<file path="config.mk">
export PLATFORM = sky130hd
export DESIGN_NAME = uoe_otg_event_status
export DESIGN_NICKNAME = d
export VERILOG_FILES = /design/src/uoe_sync2.v /design/src/uoe_ms_timer.v /design/src/uoe_otg_event_status.v
export VERILOG_INCLUDE_DIRS = /design/src /design/src/src
export SDC_FILE = /design/constraint.sdc
export NUM_CORES = 1
export LEC_CHECK = 0
export ABC_AREA = 1
export CORE_MARGIN = 2
export CORE_UTILIZATION = 53
export CTS_BUF_LIST = sky130_fd_sc_hd__clkbuf_2 sky130_fd_sc_hd__clkbuf_4 sky130_fd_sc_hd__clkbuf_8
export DETAILED_ROUTE_END_ITERATION = 8
export DONT_BUFFER_PORTS = 1
export GPL_TIMING_DRIVEN = 0
export PLACE_DENSITY_LB_ADDON = 0.08
export SLEW_MARGIN = 20
export SYNTH_ARGS = -nofsm -noshare
export SYNTH_HDL_FRONTEND = slang
export SYNTH_HIERARCHICAL = 1
export SYNTH_SLANG_ARGS = --single-unit
</file>
<file path="constraint.sdc">
create_clock -name mclk -period 2 [get_ports mclk]
set_input_delay 0.4 -clock mclk [delete_from_list [all_inputs] [get_ports mclk]]
set_output_delay 0.4 -clock mclk [all_outputs]
set_load 0.03 [all_outputs]
</file>
<file path="src/uoe_defines.vh">
/*
 * register offsets, field positions, reset values and timing counts
 * for the otg event and status block.
 * assumes a 50 MHz mclk and a plain byte-addressed register port.
 */
`ifndef UOE_DEFINES_VH
`define UOE_DEFINES_VH

// register byte offsets
`define UOE_OFS_FLAGS 8'h00
`define UOE_OFS_ENABLES 8'h04
`define UOE_OFS_STATUS 8'h08
`define UOE_OFS_LINECTL 8'h0C
`define UOE_OFS_IRQSTAT 8'h10
`define UOE_OFS_IRQMASK 8'h14

// event flag and enable bit positions
`define UOE_BIT_ID 7
`define UOE_BIT_MS 6
`define UOE_BIT_LSTABLE 5
`define UOE_BIT_ACTIVITY 4
`define UOE_BIT_SESSVAL 3
`define UOE_BIT_BVBUS 2
`define UOE_BIT_AVBUS 0

// implemented bits of the flag, enable and status registers
`define UOE_EVENT_MASK 8'hFD
`define UOE_STATUS_MASK 8'hAD

// line control field positions
`define UOE_BIT_DPPU 7
`define UOE_BIT_DMPU 6
`define UOE_BIT_DPPD 5
`define UOE_BIT_DMPD 4
`define UOE_BIT_VBUS_ON 3
`define UOE_BIT_OWNER 2
`define UOE_BIT_VBUS_CHG 1
`define UOE_BIT_VBUS_DIS 0

// reset values
`define UOE_RST_BYTE 8'h00

// system-level interrupt status bits
`define UOE_IRQ_OTG 0
`define UOE_IRQ_WIDTH 1

// timing: 1 ms at 50 MHz
`define UOE_MS_TIME_NS 1000000
`define UOE_CLK_PERIOD_NS 20
`define UOE_MS_CYCLES (`UOE_MS_TIME_NS / `UOE_CLK_PERIOD_NS)

`endif

</file>
<file path="src/uoe_sync2.v">
/*
 * two-flop synchroniser for a bundle of pin levels.
 * assumes the inputs are asynchronous to mclk.
 */
`timescale 1ns/1ps
module uoe_sync2 #(
    parameter WIDTH = 1
) (
    input wire mclk,
    input wire srst,
    input wire [WIDTH-1:0] async_in,
    output reg [WIDTH-1:0] sync_out
);

reg [WIDTH-1:0] meta;

// first stage feeds only the second stage
always @(posedge mclk) begin
    if (srst) begin
        meta <= {WIDTH{1'b0}};
        sync_out <= {WIDTH{1'b0}};
    end else begin
        meta <= async_in;
        sync_out <= meta;
    end
end

endmodule // uoe_sync2

</file>
<file path="src/uoe_ms_timer.v">
/*
 * free running 1 ms tick generator and line stability counter.
 * assumes a 50 MHz mclk; counts come from the shared defines header.
 */
`timescale 1ns/1ps
`include "uoe_defines.vh"
module uoe_ms_timer #(
    parameter [31:0] MS_CYCLES = `UOE_MS_CYCLES
) (
    input wire mclk,
    input wire srst,
    input wire [1:0] line_state,
    output reg ms_tick,
    output reg line_stable
);

reg [31:0] tick_count;
reg [31:0] stable_count;
reg [1:0] last_line;

// one-cycle pulse every MS_CYCLES cycles
always @(posedge mclk) begin
    if (srst) begin
        tick_count <= 32'h00000000;
        ms_tick <= 1'b0;
    end else if (tick_count == MS_CYCLES - 32'h00000001) begin
        tick_count <= 32'h00000000;
        ms_tick <= 1'b1;
    end else begin
        tick_count <= tick_count + 32'h00000001;
        ms_tick <= 1'b0;
    end
end

// stable goes high once the line has held for MS_CYCLES cycles
always @(posedge mclk) begin
    if (srst) begin
        last_line <= 2'h0;
        stable_count <= 32'h00000000;
        line_stable <= 1'b0;
    end else begin
        last_line <= line_state;
        if (line_state != last_line) begin
            stable_count <= 32'h00000000;
            line_stable <= 1'b0;
        end else if (stable_count < MS_CYCLES - 32'h00000001) begin
            stable_count <= stable_count + 32'h00000001;
        end else begin
            line_stable <= 1'b1;
        end
    end
end

endmodule // uoe_ms_timer

</file>
<file path="src/uoe_otg_event_status.v">
/*
 * otg event, status and line control logic of a full speed usb
 * controller: event flags, their enables, live status, pull control,
 * and a masked system interrupt output.
 * assumes pin inputs are asynchronous to mclk and that the register
 * port master follows one-cycle strobes with read data next cycle.
 */
`timescale 1ns/1ps
`include "uoe_defines.vh"

module uoe_otg_event_status #(
    parameter [31:0] MS_CYCLES = `UOE_MS_CYCLES
) (
    input wire mclk,
    input wire srst,
    input wire [7:0] reg_addr,
    input wire [31:0] reg_wdata,
    input wire reg_wr,
    input wire reg_rd,
    output reg [31:0] reg_rdata,
    input wire cable_id_pin,
    input wire session_valid_pin,
    input wire session_end_pin,
    input wire a_vbus_valid_pin,
    input wire single_ended_zero,
    input wire j_line_state,
    input wire wake_activity,
    input wire hw_dplus_pullup_en,
    input wire hw_dminus_pullup_en,
    input wire hw_dplus_pulldown_en,
    input wire hw_dminus_pulldown_en,
    output reg dplus_pullup_en,
    output reg dminus_pullup_en,
    output reg dplus_pulldown_en,
    output reg dminus_pulldown_en,
    output reg vbus_on,
    output reg vbus_charge_en,
    output reg vbus_discharge_en,
    output reg otg_irq,
    output reg sys_irq
);

// synchronised pin levels
wire [6:0] pins_sync;
wire cable_identity_state;
wire session_valid_state;
wire b_session_end_state;
wire a_vbus_valid_state;
wire se0_sync;
wire j_sync;
wire activity_sync;
wire ms_tick;
wire line_stable_state;

// registers
reg [7:0] otg_event_flags;
reg [7:0] otg_event_enables;
reg [7:0] otg_line_control;
reg [`UOE_IRQ_WIDTH-1:0] irq_status;
reg [`UOE_IRQ_WIDTH-1:0] irq_mask;

// previous samples for change detection
reg prev_id;
reg prev_sessval;
reg prev_sessend;
reg prev_stable;
reg [1:0] reported_line;
reg prev_activity;
reg seeded;
reg [1:0] seed_state;
reg [1:0] next_seed_state;

reg [7:0] hw_events;
reg [7:0] next_flags;
reg [7:0] status_byte;
reg [31:0] next_rdata;
reg otg_level;

// register strobes, decoded once
wire wr_flags;
wire wr_enables;
wire wr_linectl;
wire wr_irqmask;
wire rd_irqstat;

// pads a byte into a bus word, upper bits zero
function [31:0] uoe_word;
    input [7:0] b;
    begin
        uoe_word = {24'h000000, b};
    end
endfunction

// address match for a register strobe
function uoe_hit;
    input [7:0] addr;
    input [7:0] ofs;
    begin
        uoe_hit = (addr == ofs);
    end
endfunction

// register strobes decoded once for all processes
assign wr_flags = reg_wr && uoe_hit(reg_addr, `UOE_OFS_FLAGS);
assign wr_enables = reg_wr && uoe_hit(reg_addr, `UOE_OFS_ENABLES);
assign wr_linectl = reg_wr && uoe_hit(reg_addr, `UOE_OFS_LINECTL);
assign wr_irqmask = reg_wr && uoe_hit(reg_addr, `UOE_OFS_IRQMASK);
assign rd_irqstat = reg_rd && uoe_hit(reg_addr, `UOE_OFS_IRQSTAT);

// two flops on every pin input
uoe_sync2 #(
    .WIDTH(7)
) u_sync (
    .mclk(mclk),
    .srst(srst),
    .async_in({cable_id_pin, session_valid_pin, session_end_pin,
        a_vbus_valid_pin, single_ended_zero, j_line_state,
        wake_activity}),
    .sync_out(pins_sync)
);

assign cable_identity_state = pins_sync[6];
assign session_valid_state = pins_sync[5];
assign b_session_end_state = pins_sync[4];
assign a_vbus_valid_state = pins_sync[3];
assign se0_sync = pins_sync[2];
assign j_sync = pins_sync[1];
assign activity_sync = pins_sync[0];

// 1 ms tick and line stability detector
uoe_ms_timer #(
    .MS_CYCLES(MS_CYCLES)
) u_timer (
    .mclk(mclk),
    .srst(srst),
    .line_state({se0_sync, j_sync}),
    .ms_tick(ms_tick),
    .line_stable(line_stable_state)
);

// start-up sequencer: change detection waits until the synchroniser
// and the history flops hold real pin levels, so that the reset value
// of the synchroniser is never taken for a pin change
localparam [1:0] SEED_FLUSH = 2'h0; // first stage filling
localparam [1:0] SEED_SYNC = 2'h1; // second stage filling
localparam [1:0] SEED_LOAD = 2'h2; // history takes real levels
localparam [1:0] SEED_RUN = 2'h3; // change detection live

// next start-up state
always @* begin
    next_seed_state = seed_state;
    case (seed_state)
        SEED_FLUSH: next_seed_state = SEED_SYNC;
        SEED_SYNC: next_seed_state = SEED_LOAD;
        SEED_LOAD: next_seed_state = SEED_RUN;
        SEED_RUN: next_seed_state = SEED_RUN;
        default: next_seed_state = SEED_FLUSH;
    endcase
end

// start-up state register, restarts with every reset
always @(posedge mclk) begin
    if (srst) begin
        seed_state <= SEED_FLUSH;
    end else begin
        seed_state <= next_seed_state;
    end
end

// live status byte; unimplemented bits stay zero
always @* begin
    status_byte = 8'h00;
    status_byte[`UOE_BIT_ID] = cable_identity_state;
    status_byte[`UOE_BIT_LSTABLE] = line_stable_state;
    status_byte[`UOE_BIT_SESSVAL] = session_valid_state;
    status_byte[`UOE_BIT_BVBUS] = b_session_end_state;
    status_byte[`UOE_BIT_AVBUS] = a_vbus_valid_state;
end

// hardware events for this cycle; all but the ms tick held off until inputs are seeded
always @* begin
    hw_events = 8'h00;
    if (seeded) begin
        hw_events[`UOE_BIT_ID] = cable_identity_state ^ prev_id;
        hw_events[`UOE_BIT_LSTABLE] = line_stable_state & ~prev_stable
            & ({se0_sync, j_sync} != reported_line);
        hw_events[`UOE_BIT_ACTIVITY] = activity_sync
            & ~prev_activity;
        hw_events[`UOE_BIT_SESSVAL] = prev_sessval
            & ~session_valid_state;
        hw_events[`UOE_BIT_BVBUS] = b_session_end_state
            ^ prev_sessend;
        hw_events[`UOE_BIT_AVBUS] = session_valid_state
            ^ prev_sessval;
    end
    hw_events[`UOE_BIT_MS] = ms_tick;
end

// write one clears, a set in the same cycle wins
always @* begin
    next_flags = otg_event_flags;
    if (wr_flags) begin
        next_flags = next_flags & ~reg_wdata[7:0];
    end
    next_flags = (next_flags | hw_events) & `UOE_EVENT_MASK;
end

// change detection history
always @(posedge mclk) begin
    if (srst) begin
        prev_id <= 1'b0;
        prev_sessval <= 1'b0;
        prev_sessend <= 1'b0;
        prev_stable <= 1'b0;
        prev_activity <= 1'b0;
        reported_line <= 2'h0;
        seeded <= 1'b0;
    end else begin
        prev_id <= cable_identity_state;
        prev_sessval <= session_valid_state;
        prev_sessend <= b_session_end_state;
        prev_stable <= line_stable_state;
        prev_activity <= activity_sync;
        seeded <= (next_seed_state == SEED_RUN);
        if (line_stable_state && !prev_stable) begin
            reported_line <= {se0_sync, j_sync};
        end
    end
end

// flag, enable and line control registers
always @(posedge mclk) begin
    if (srst) begin
        otg_event_flags <= `UOE_RST_BYTE;
        otg_event_enables <= `UOE_RST_BYTE;
        otg_line_control <= `UOE_RST_BYTE;
    end else begin
        otg_event_flags <= next_flags;
        if (wr_enables) begin
            otg_event_enables <= reg_wdata[7:0] & `UOE_EVENT_MASK;
        end
        if (wr_linectl) begin
            otg_line_control <= reg_wdata[7:0];
        end
    end
end

// otg request level from flags and enables
always @* begin
    otg_level = |(next_flags & otg_event_enables);
end

// system interrupt status, cleared by reading it
always @(posedge mclk) begin
    if (srst) begin
        irq_status <= {`UOE_IRQ_WIDTH{1'b0}};
        irq_mask <= {`UOE_IRQ_WIDTH{1'b0}};
    end else begin
        if (rd_irqstat) begin
            irq_status <= {`UOE_IRQ_WIDTH{1'b0}} | otg_level;
        end else begin
            irq_status <= irq_status | otg_level;
        end
        if (wr_irqmask) begin
            irq_mask <= reg_wdata[`UOE_IRQ_WIDTH-1:0];
        end
    end
end

// read mux; status registers ignore writes
always @* begin
    case (reg_addr)
        `UOE_OFS_FLAGS: next_rdata = uoe_word(otg_event_flags);
        `UOE_OFS_ENABLES: next_rdata = uoe_word(otg_event_enables);
        `UOE_OFS_STATUS: next_rdata = uoe_word(status_byte);
        `UOE_OFS_LINECTL: next_rdata = uoe_word(otg_line_control);
        `UOE_OFS_IRQSTAT: next_rdata = {31'h00000000, irq_status};
        `UOE_OFS_IRQMASK: next_rdata = {31'h00000000, irq_mask};
        default: next_rdata = 32'h00000000;
    endcase
end

// read data stands only in the cycle after the strobe
always @(posedge mclk) begin
    if (srst) begin
        reg_rdata <= 32'h00000000;
    end else if (reg_rd) begin
        reg_rdata <= next_rdata;
    end else begin
        reg_rdata <= 32'h00000000;
    end
end

// registered outputs: pull control owner, vbus control, interrupts
always @(posedge mclk) begin
    if (srst) begin
        dplus_pullup_en <= 1'b0;
        dminus_pullup_en <= 1'b0;
        dplus_pulldown_en <= 1'b0;
        dminus_pulldown_en <= 1'b0;
        vbus_on <= 1'b0;
        vbus_charge_en <= 1'b0;
        vbus_discharge_en <= 1'b0;
        otg_irq <= 1'b0;
        sys_irq <= 1'b0;
    end else begin
        if (otg_line_control[`UOE_BIT_OWNER]) begin
            dplus_pullup_en <= otg_line_control[`UOE_BIT_DPPU];
            dminus_pullup_en <= otg_line_control[`UOE_BIT_DMPU];
            dplus_pulldown_en <= otg_line_control[`UOE_BIT_DPPD];
            dminus_pulldown_en <= otg_line_control[`UOE_BIT_DMPD];
        end else begin
            dplus_pullup_en <= hw_dplus_pullup_en;
            dminus_pullup_en <= hw_dminus_pullup_en;
            dplus_pulldown_en <= hw_dplus_pulldown_en;
            dminus_pulldown_en <= hw_dminus_pulldown_en;
        end
        vbus_on <= otg_line_control[`UOE_BIT_VBUS_ON];
        vbus_charge_en <= otg_line_control[`UOE_BIT_VBUS_CHG];
        vbus_discharge_en <= otg_line_control[`UOE_BIT_VBUS_DIS];
        otg_irq <= otg_level;
        sys_irq <= |((irq_status | otg_level) & irq_mask);
    end
end

endmodule // uoe_otg_event_status

</file>
==> metrics.txt, run 1 <==
Initial Util 54.6%; synth top area cells dfxtp_1 42%, nand2_1 12%, nor2_1 9.6%, inv_1 8.1%, a21oi_1 3.3%; vias in the first global route 4767; cell leakage power 3.00 nW; WL/cell 12.1 um; RSZ-0062 raised after global routing false; Hold Crit Class primary input to flip-flop; worst-margin pin slew 0.560 ns; Post-CTS Repair Setup Buffers 0; worst IR drop on VDD 0.495 mV; Required @ worst endpoint 2.34 ns; final core occ 60.6%; CP max FO 10; Core Footprint 0.0115 mm2; vias per cell 4.76; Post-DP Area 0.00655 mm2; # rows 39; Synthesis Warnings 6; Final Skew 0.0111 ns; Pins Over Slew Limit 0; max-cap viol count 0; Power Total 5.35 mW; final hold violation count 0; Ant. Diodes 0; die area 0.0127 mm2; post-synthesis register bit count 133; failing checks design-rule violations; Setup Crit Path Kind flip-flop to flip-flop; Crit. End Element flip-flop; Clock H-tree levels 4; grt ovf 0; CTS Buffer Depth 2; Residual DRC 8; Final setup violation count 0; CTS tree yes; Worst slew margin 62.7%; cts bufs inserted 17; critical path arrival 2.02 ns; Syn Inst Count 892; pin count of the biggest net entering global routing 17; Mean Syn Cell Area 7.04 um2; EDFF count, synth 0; number of fill cells in the layout 1094; Pwr Density 766 mW/mm2; DR iter-0 viols 393; Seq/Total Area, Yosys 42.4%; initial antenna violation count 0; IO buf count 0; Max Clock Freq 594 MHz; status complete, but fails checks; Worst-path clk slew 0.07 ns; Final Instance Area 0.00698 mm2; distinct cell type count after synthesis 33; placed wire-length estimate 9930 um; overall routing resource usage 21.7%; final critical-path share of the clock period 84.1%; most frequent cells in the layout 206 x nand2_1, 161 x nor2_1, 135 x inv_1, 133 x dfxtp_1, 42 x a21oi_1; top cell type's share of synthesized area 42.4%; fin crit period 1.68 ns; fraction of registers with async set/reset 0%; setup TNS 0 ns; ys flop type dfxtp_1; num ports 96; clk_lat worst skew 0.45 ns; gpl congestion 0.904; root buffer cell clkbuf_8; largest area contributor in the netlist dfxtp_1; clk sinks 133; share of layout cells above drive strength 1 11.9%; Total Wirelength 13200 um; via count 5196; floorplan die width 113 um; synthesized area 0.00628 mm2; first-pass detailed-route iteration total 7; first-pass GRT wire length 21900 um; Final ANT Viol Nets 0; area grow syn2layout 11.1%; commonest non-fill, non-tap cell in the layout nand2_1; nets@finish 993; Die H 113 um; Setup crit start kind flip-flop
## area by class of cell
| type | instances | area, um2 | share of cell area, % |
|---|---|---|---|
| repair buffers | 1 | 10.0 | 0.143 |
| inverters | 140 | 526 | 7.53 |
| clock buffers | 18 | 248 | 3.55 |
| multi-input cells | 601 | 2870 | 41.0 |
| clock inverters | 14 | 175 | 2.51 |
| well taps | 143 | 179 | 2.56 |
| flip-flops and latches | 133 | 2660 | 38.1 |
| plain buffers | 41 | 317 | 4.53 |
## metrics by stage
step                setup WS, ns  hold slack [ns]  instances
finish                     0.318           0.0473       1091
detailed placement         0.208            0.395       1058
global placement           0.243            0.392       1058
CTS                        0.305           0.0207       1091
floorplan                  0.484            0.388        915
global route               0.158           0.0206       1091
## cells in the mapped netlist, types with 6 or more instances
library cell  count
nand3_2           7
nand2_1         206
nand3_1          37
inv_1           135
a21oi_1          42
buf_4            25
dfxtp_1         133
buf_6             9
xnor2_1          10
clkbuf_1          6
nor2_4           11
nor3_1           14
nand4_1           9
xor2_1           19
nor2_1          161
o21ai_0          26
nor2_2            9
## critical path, cell delays in order (launching register included)
cell	delay [ns]
dfxtp_1	0.38
ha_1	0.28
nand3_4	0.15
nor2_1	0.18
nand2_1	0.11
nor2_1	0.14
nor2_2	0.08
inv_2	0.07
buf_6	0.14
nor2_1	0.05
## flip-flops by register name, indices dropped and copies added, names as in the netlist, 2 cells and up
name	cells
otg_line_control	8
otg_event_flags	7
reported_line	2
u_timer/last_line	2
reg_rdata	8
u_sync/sync_out	7
u_timer/stable_count	32
u_timer/tick_count	32
u_sync/meta	7
otg_event_enables	7
seed_state	2
## timing repair
item | in CTS | in global routing
hold buffers | 1 | 0
gates resized for setup | 0 | 0
endpoints found under the hold margin | 7 | 0
## worst paths after layout
check / slack [ns] / startpoint / depth (start not counted) / end
max: 0.32 / u_timer/tick_count[0]$_SDFF_PP0_ / 9 / u_timer/tick_count[0]$_SDFF_PP0_
min: 0.05 / session_end_pin / 2 / u_sync/meta[4]$_SDFF_PP0_
max reg2reg: 0.32 / u_timer/tick_count[0]$_SDFF_PP0_ / 9 / u_timer/tick_count[0]$_SDFF_PP0_
min reg2reg: 0.40 / u_sync/meta[4]$_SDFF_PP0_ / 2 / u_sync/sync_out[4]$_SDFF_PP0_
## per-layer routing
metal	share of wire (%)	global-route usage (%)
met1	47	28.3
met2	46	34.8
met3	5.5	6.05
met4	1.4	7.64
met5	0	0
## cell families (layout without fill, tap and decap cells)
group	Yosys count	in the layout	share of synthesized area, %
AOI/OAI and AO/OA	75	75	6.41
and+or+nand+nor	470	470	33.1
xor gates and xnor gates	29	29	4.04
DFF	133	133	42.4
buffers and inverters	181	214	13.4
adders and majority gates	3	3	0.597
other	1	24	0.0597
## power by group
part,leakage (nW),total (mW),switching (mW),internal [mW]
clock,0.206,2.38,1.10,1.28
combinational,1.71,0.255,0.171,0.0847
sequential,1.08,2.72,0.0338,2.68
total,3.00,5.35,1.30,4.05
No activity file was read; power rests on OpenSTA's default activity.
==> run 2, diff against run 1 <==
==> constraint.sdc (replaced) <==
create_clock -name mclk -period 1.5 [get_ports mclk]
set_input_delay 0.3 -clock mclk [delete_from_list [all_inputs] [get_ports mclk]]
set_output_delay 0.3 -clock mclk [all_outputs]
set_load 0.03 [all_outputs]
==> metrics.txt, run 2 (synthesis results as in run 1) <==
Final ANT Viol Nets 0; worst IR drop on VDD 0.669 mV; RSZ-0062 raised after global routing true; grt ovf 0; reg2reg end u_timer/tick_count[18]$_SDFF_PP0_; IO buf count 0; first-pass detailed-route iteration total 7; CP max FO 10; floorplan die width 113 um; clk_lat worst skew 0.45 ns; cell leakage power 3.09 nW; Post-Place Cells 1058; Setup crit start kind flip-flop; status complete, but fails checks; placed wire-length estimate 9930 um; Residual DRC 8; Worst Reg-to-Reg Cells 9; worst-margin pin slew 0.563 ns; Worst-path clk slew 0.08 ns; Core Footprint 0.0115 mm2; final core occ 63.2%; Worst slew margin 62.5%; Die H 113 um; area grow syn2layout 15.8%; CP dominant cell by count nor2_4; Final Skew 0.00989 ns; die area 0.0127 mm2; overall routing resource usage 22.1%; Ant. Diodes 0; most frequent cells in the layout 203 x nand2_1, 151 x nor2_1, 133 x inv_1, 115 x dfxtp_1, 42 x a21oi_1; # rows 39; Required @ worst endpoint 1.84 ns; clk sinks 133; worst hold path startpoint srst; Crit. End Element flip-flop; CP max stage delay 0.38 ns; gpl congestion 0.904; CP cell instances ha_4, nand3_4, nor2_4, nand2_2, nor2_2, nor2_4, inv_2, buf_6, nor2_1; top flop regs u_timer/stable_count: 32 flops, u_timer/tick_count: 32 flops; Min-Delay Endpoint u_timer/tick_count[19]$_SDFF_PP0_; Initial Util 54.6%; CTS Buffer Depth 2; vias per cell 4.82; num ports 96; share of layout cells above drive strength 1 16.9%; FF+latch area 0.00269 mm2; nets@finish 1006; Pins Over Slew Limit 0; Hold Crit Class primary input to flip-flop; number of fill cells in the layout 1060; commonest non-fill, non-tap cell in the layout nand2_1; CP max-delay cell dfxtp_4; Setup Crit Path Kind flip-flop to flip-flop; final std cells w/o fill 1104; cts bufs inserted 17; Pwr Density 986 mW/mm2; multi-input logic area 0.00300 mm2; Total Wirelength 13600 um; WL/cell 12.3 um; Max Clock Freq 693 MHz; worst reg2reg path startpoint u_timer/tick_count[0]$_SDFF_PP0_; pin count of the biggest net entering global routing 17; hold depth 3; max-cap viol count 0; final hold violation count 0; root buffer cell clkbuf_8; Final setup violation count 0; vias in the first global route 4873; r2r setup slk 0.06 ns; DR iter-0 viols 417; critical path arrival 1.79 ns; failing checks design-rule violations; Clock H-tree levels 4; via count 5318; CTS tree yes; fin crit period 1.44 ns; final critical-path share of the clock period 96.2%; first-pass GRT wire length 22300 um; initial antenna violation count 0
[run 2: changes by cell type in the layout (fill, tap and decap cells not counted), sizes merged]
cell	change
clkbuf	-2
buf	+3
dlygate4sd3	+12
[run 2: critical path, delay by kind of cell, from the launching register on]
| kind | cells | cell delay (ns) |
|---|---|---|
| adder cells (fa/ha/maj) | 1 | 0.16 |
| buffers and inverters | 2 | 0.21 |
| flip-flops | 1 | 0.38 |
| AND/OR/NAND/NOR | 6 | 0.58 |
[run 2: cell type report]
cell class                 instances  area share, %
buffer                            40           4.37
timing repair buffer              15           1.99
tap                              143           2.46
clock inverter                    14           2.41
sequential                       133           37.0
multi-input combinational        601           41.2
clock buffer                      18           3.40
inverter                         140           7.22
[run 2: per-stage QoR]
stage               setup TNS [ns]  setup WS (ns)  total power [mW]  hold slack (ns)  cell area [um2]
CTS                              0        0.00583              7.24        0.0000409             7160
global placement             -5.83         -0.157              4.03            0.372             6550
detailed placement           -7.93         -0.192              4.04            0.375             6550
floorplan                        0         0.0843              3.98            0.371             6370
global route               -0.0934        -0.0317              7.46           0.0114             7280
finish                           0         0.0568              7.18           0.0111             7280
[run 2: worst max-delay path by stage]
stage                                      start                                end  slack [ns]  cells after the start
6_report        u_timer/tick_count[0]$_SDFF_PP0_  u_timer/tick_count[18]$_SDFF_PP0_        0.06                      9
4_1_cts        u_timer/tick_count[12]$_SDFF_PP0_  u_timer/tick_count[31]$_SDFF_PP0_       0.006                      9
3_3_place_gp                         reg_addr[1]  otg_event_enables[3]$_SDFFE_PP0P_       -0.16                      9
5_1_grt        u_timer/tick_count[15]$_SDFF_PP0_  u_timer/tick_count[21]$_SDFF_PP0_       -0.03                      9
2_1_floorplan                        reg_addr[4]              irq_status$_SDFF_PP0_        0.08                     11
3_5_place_dp                         reg_addr[1]                 sys_irq$_SDFF_PP0_       -0.19                     11
[run 2: power breakdown]
group	internal, mW	switching (mW)	leakage (nW)
combinational	0.146	0.237	1.80
clock	1.70	1.46	0.206
sequential	3.58	0.0512	1.09
[run 2: layer usage]
metal / up-vias / part of all wire [%] / global-route usage [%]
li1: 2788 / - / -
met1: 2368 / 46 / 28.6
met2: 151 / 47 / 36.0
met3: 11 / 6.1 / 6.00
met4: 0 / 1.1 / 7.48
met5: - / 0 / 0
[run 2: timing repair]
action,4_1_cts,5_1_grt
endpoints found under the setup margin,47,67
gates resized for setup,16,50
hold endpoints to repair,19,0
hold buffers,13,0
pin swaps,1,7
buffers inserted,0,2
==> run 3, diff against run 2 <==
==> constraint.sdc (replaced) <==
create_clock -name mclk -period 1.4 [get_ports mclk]
set_input_delay 0.28 -clock mclk [delete_from_list [all_inputs] [get_ports mclk]]
set_output_delay 0.28 -clock mclk [all_outputs]
set_load 0.03 [all_outputs]
==> metrics.txt, run 3 (synthesis results as in run 1) <==
max-cap viol count 0; worst hold path startpoint srst; worst reg2reg path startpoint u_timer/tick_count[23]$_SDFF_PP0_; Pint 5.82 mW; cell leakage power 3.41 nW; Final setup violation count 21; failing checks design-rule violations, negative setup slack; Core Footprint 0.0115 mm2; Residual DRC 9; final hold violation count 0; cts bufs inserted 17; clk sinks 133; pin count of the biggest net entering global routing 17; WL/cell 13.0 um; status complete, but fails checks; DR iter-0 viols 415; Placement Setup Slack -0.285 ns; nets@finish 1039; WP buf/inv 3; hold depth 2; Worst-path clk slew 0.08 ns; worst-margin pin slew 0.583 ns; sw power 1.89 mW; CP delay by family, top simple AND/OR/NAND/NOR gates; Post-Place Cells 1058; Setup Crit Path Kind flip-flop to flip-flop; IO buf count 0; placed wire-length estimate 9900 um; Sw Share 24.5%; Required @ worst endpoint 1.73 ns; Final ANT Viol Nets 0; Gate power share 6.3%; CTS tree yes; grt met1 use 28.8%; die area 0.0127 mm2; busiest metal layer after global routing met2; most frequent cells in the layout 183 x nand2_1, 128 x nor2_1, 123 x inv_1, 97 x dfxtp_1, 53 x buf_4; Clk network pwr share 43.4%; commonest non-fill, non-tap cell in the layout nand2_1; reg2reg end u_timer/tick_count[13]$_SDFF_PP0_; Initial Util 54.6%; sequential share of power 50.4%; Worst Reg-to-Reg Cells 9; r2r setup slk -0.03 ns; Final Skew 0.00907 ns; CP max-delay cell dfxtp_2; top flop regs u_timer/stable_count: 32 flops, u_timer/tick_count: 32 flops; first-pass GRT wire length 22900 um; Min-Delay Endpoint u_sync/sync_out[1]$_SDFF_PP0_; Final Instance Area 0.00789 mm2; num ports 96; Ant. Diodes 0; gpl congestion 0.919; vias in the first global route 5045; critical path arrival 1.76 ns; # rows 39; vias per cell 4.88; Setup crit start kind flip-flop; met2 Use GR 36.9%; Fin Hold WS 0.0294 ns; Power Total 7.71 mW; fin crit period 1.43 ns; area grow syn2layout 25.6%; final setup margin -0.0283 ns; first-pass detailed-route iteration total 7; final critical-path share of the clock period 102%; floorplan die width 113 um; Worst slew margin 61.2%; worst IR drop on VDD 0.852 mV; CP max FO 5; overall routing resource usage 22.6%; CP dominant cell by count nor2_4; RSZ-0062 raised after global routing true; grt ovf 0; Max Clock Freq 700 MHz; setup TNS -0.213 ns; Total Wirelength 14800 um; via count 5546; final core occ 68.5%; M3 GR Usage 6.32%; CP cell instances inv_2, nand4_1, nor2_2, nand2_2, nor2_4, nor2_4, inv_4, buf_4, nor2_1; Pins Over Slew Limit 0; final std cells w/o fill 1137; Pwr Density 977 mW/mm2; Die H 113 um; CTS Buffer Depth 2; Clock H-tree levels 4; CP max stage delay 0.34 ns; Hold Crit Class primary input to flip-flop; clk_lat worst skew 0.44 ns; Post-DP Area 0.00655 mm2; Crit. End Element flip-flop; root buffer cell clkbuf_8; initial antenna violation count 0; share of layout cells above drive strength 1 28.2%
==> run 3: cell count changes in the layout (fill, tap and decap cells not counted), moves of 15 or more <==
cell,previous run,this run
buf_4,29,53
dfxtp_1,115,97
nand2_1,203,183
nor2_1,151,128
nor2_2,16,31
==> run 3: what timing repair did <==
action                                 in CTS  in global routing
gates resized for setup                    41                144
hold buffers                               16                  0
pin swaps                                   6                 26
setup endpoints to repair                  65                 69
setup buffers                              11                 16
endpoints found under the hold margin      22                  0
cloned                                      3                  1
==> run 3: area by class of cell <==
type / count / area (um2)
buffer: 41 / 332
clock inverter: 14 / 179
fill: 953 / 3620
clock buffer: 18 / 241
tap: 143 / 179
inverter: 140 / 531
timing repair buffer: 47 / 414
multi-input combinational: 601 / 3290
sequential: 133 / 2720
==> run 3: how the worst max path moves through the flow <==
stage                                                from                               endpoint  slack, ns  depth (start not counted)
floorplan                                     reg_addr[4]                  irq_status$_SDFF_PP0_      0.004                         11
global placement                              reg_addr[1]      otg_event_enables[3]$_SDFFE_PP0P_      -0.24                          9
detailed placement                            reg_addr[1]      otg_event_enables[3]$_SDFFE_PP0P_      -0.29                          9
global route        u_timer/stable_count[31]$_SDFFE_PP0N_   u_timer/stable_count[0]$_SDFFE_PP0N_      -0.11                          9
finish                  u_timer/tick_count[23]$_SDFF_PP0_      u_timer/tick_count[13]$_SDFF_PP0_      -0.03                          9
CTS                  u_timer/stable_count[0]$_SDFFE_PP0N_  u_timer/stable_count[12]$_SDFFE_PP0N_     -0.001                          8
==> run 3: power groups by stage <==
stage	logic (mW)	registers, mW	clock network, mW
after global routing	0.529	3.89	3.58
after floorplan	0.306	3.96	0
after global placement	0.350	3.97	0
after CTS	0.432	3.89	3.42
final	0.485	3.88	3.34
after detailed placement	0.357	3.97	0
==> run 3: layer usage <==
metal  up-vias  routed length [um]
met1      2506                6530
met5         -                   0
met4         0                 284
met2       159                7100
met3        28                 871
li1       2853                   -
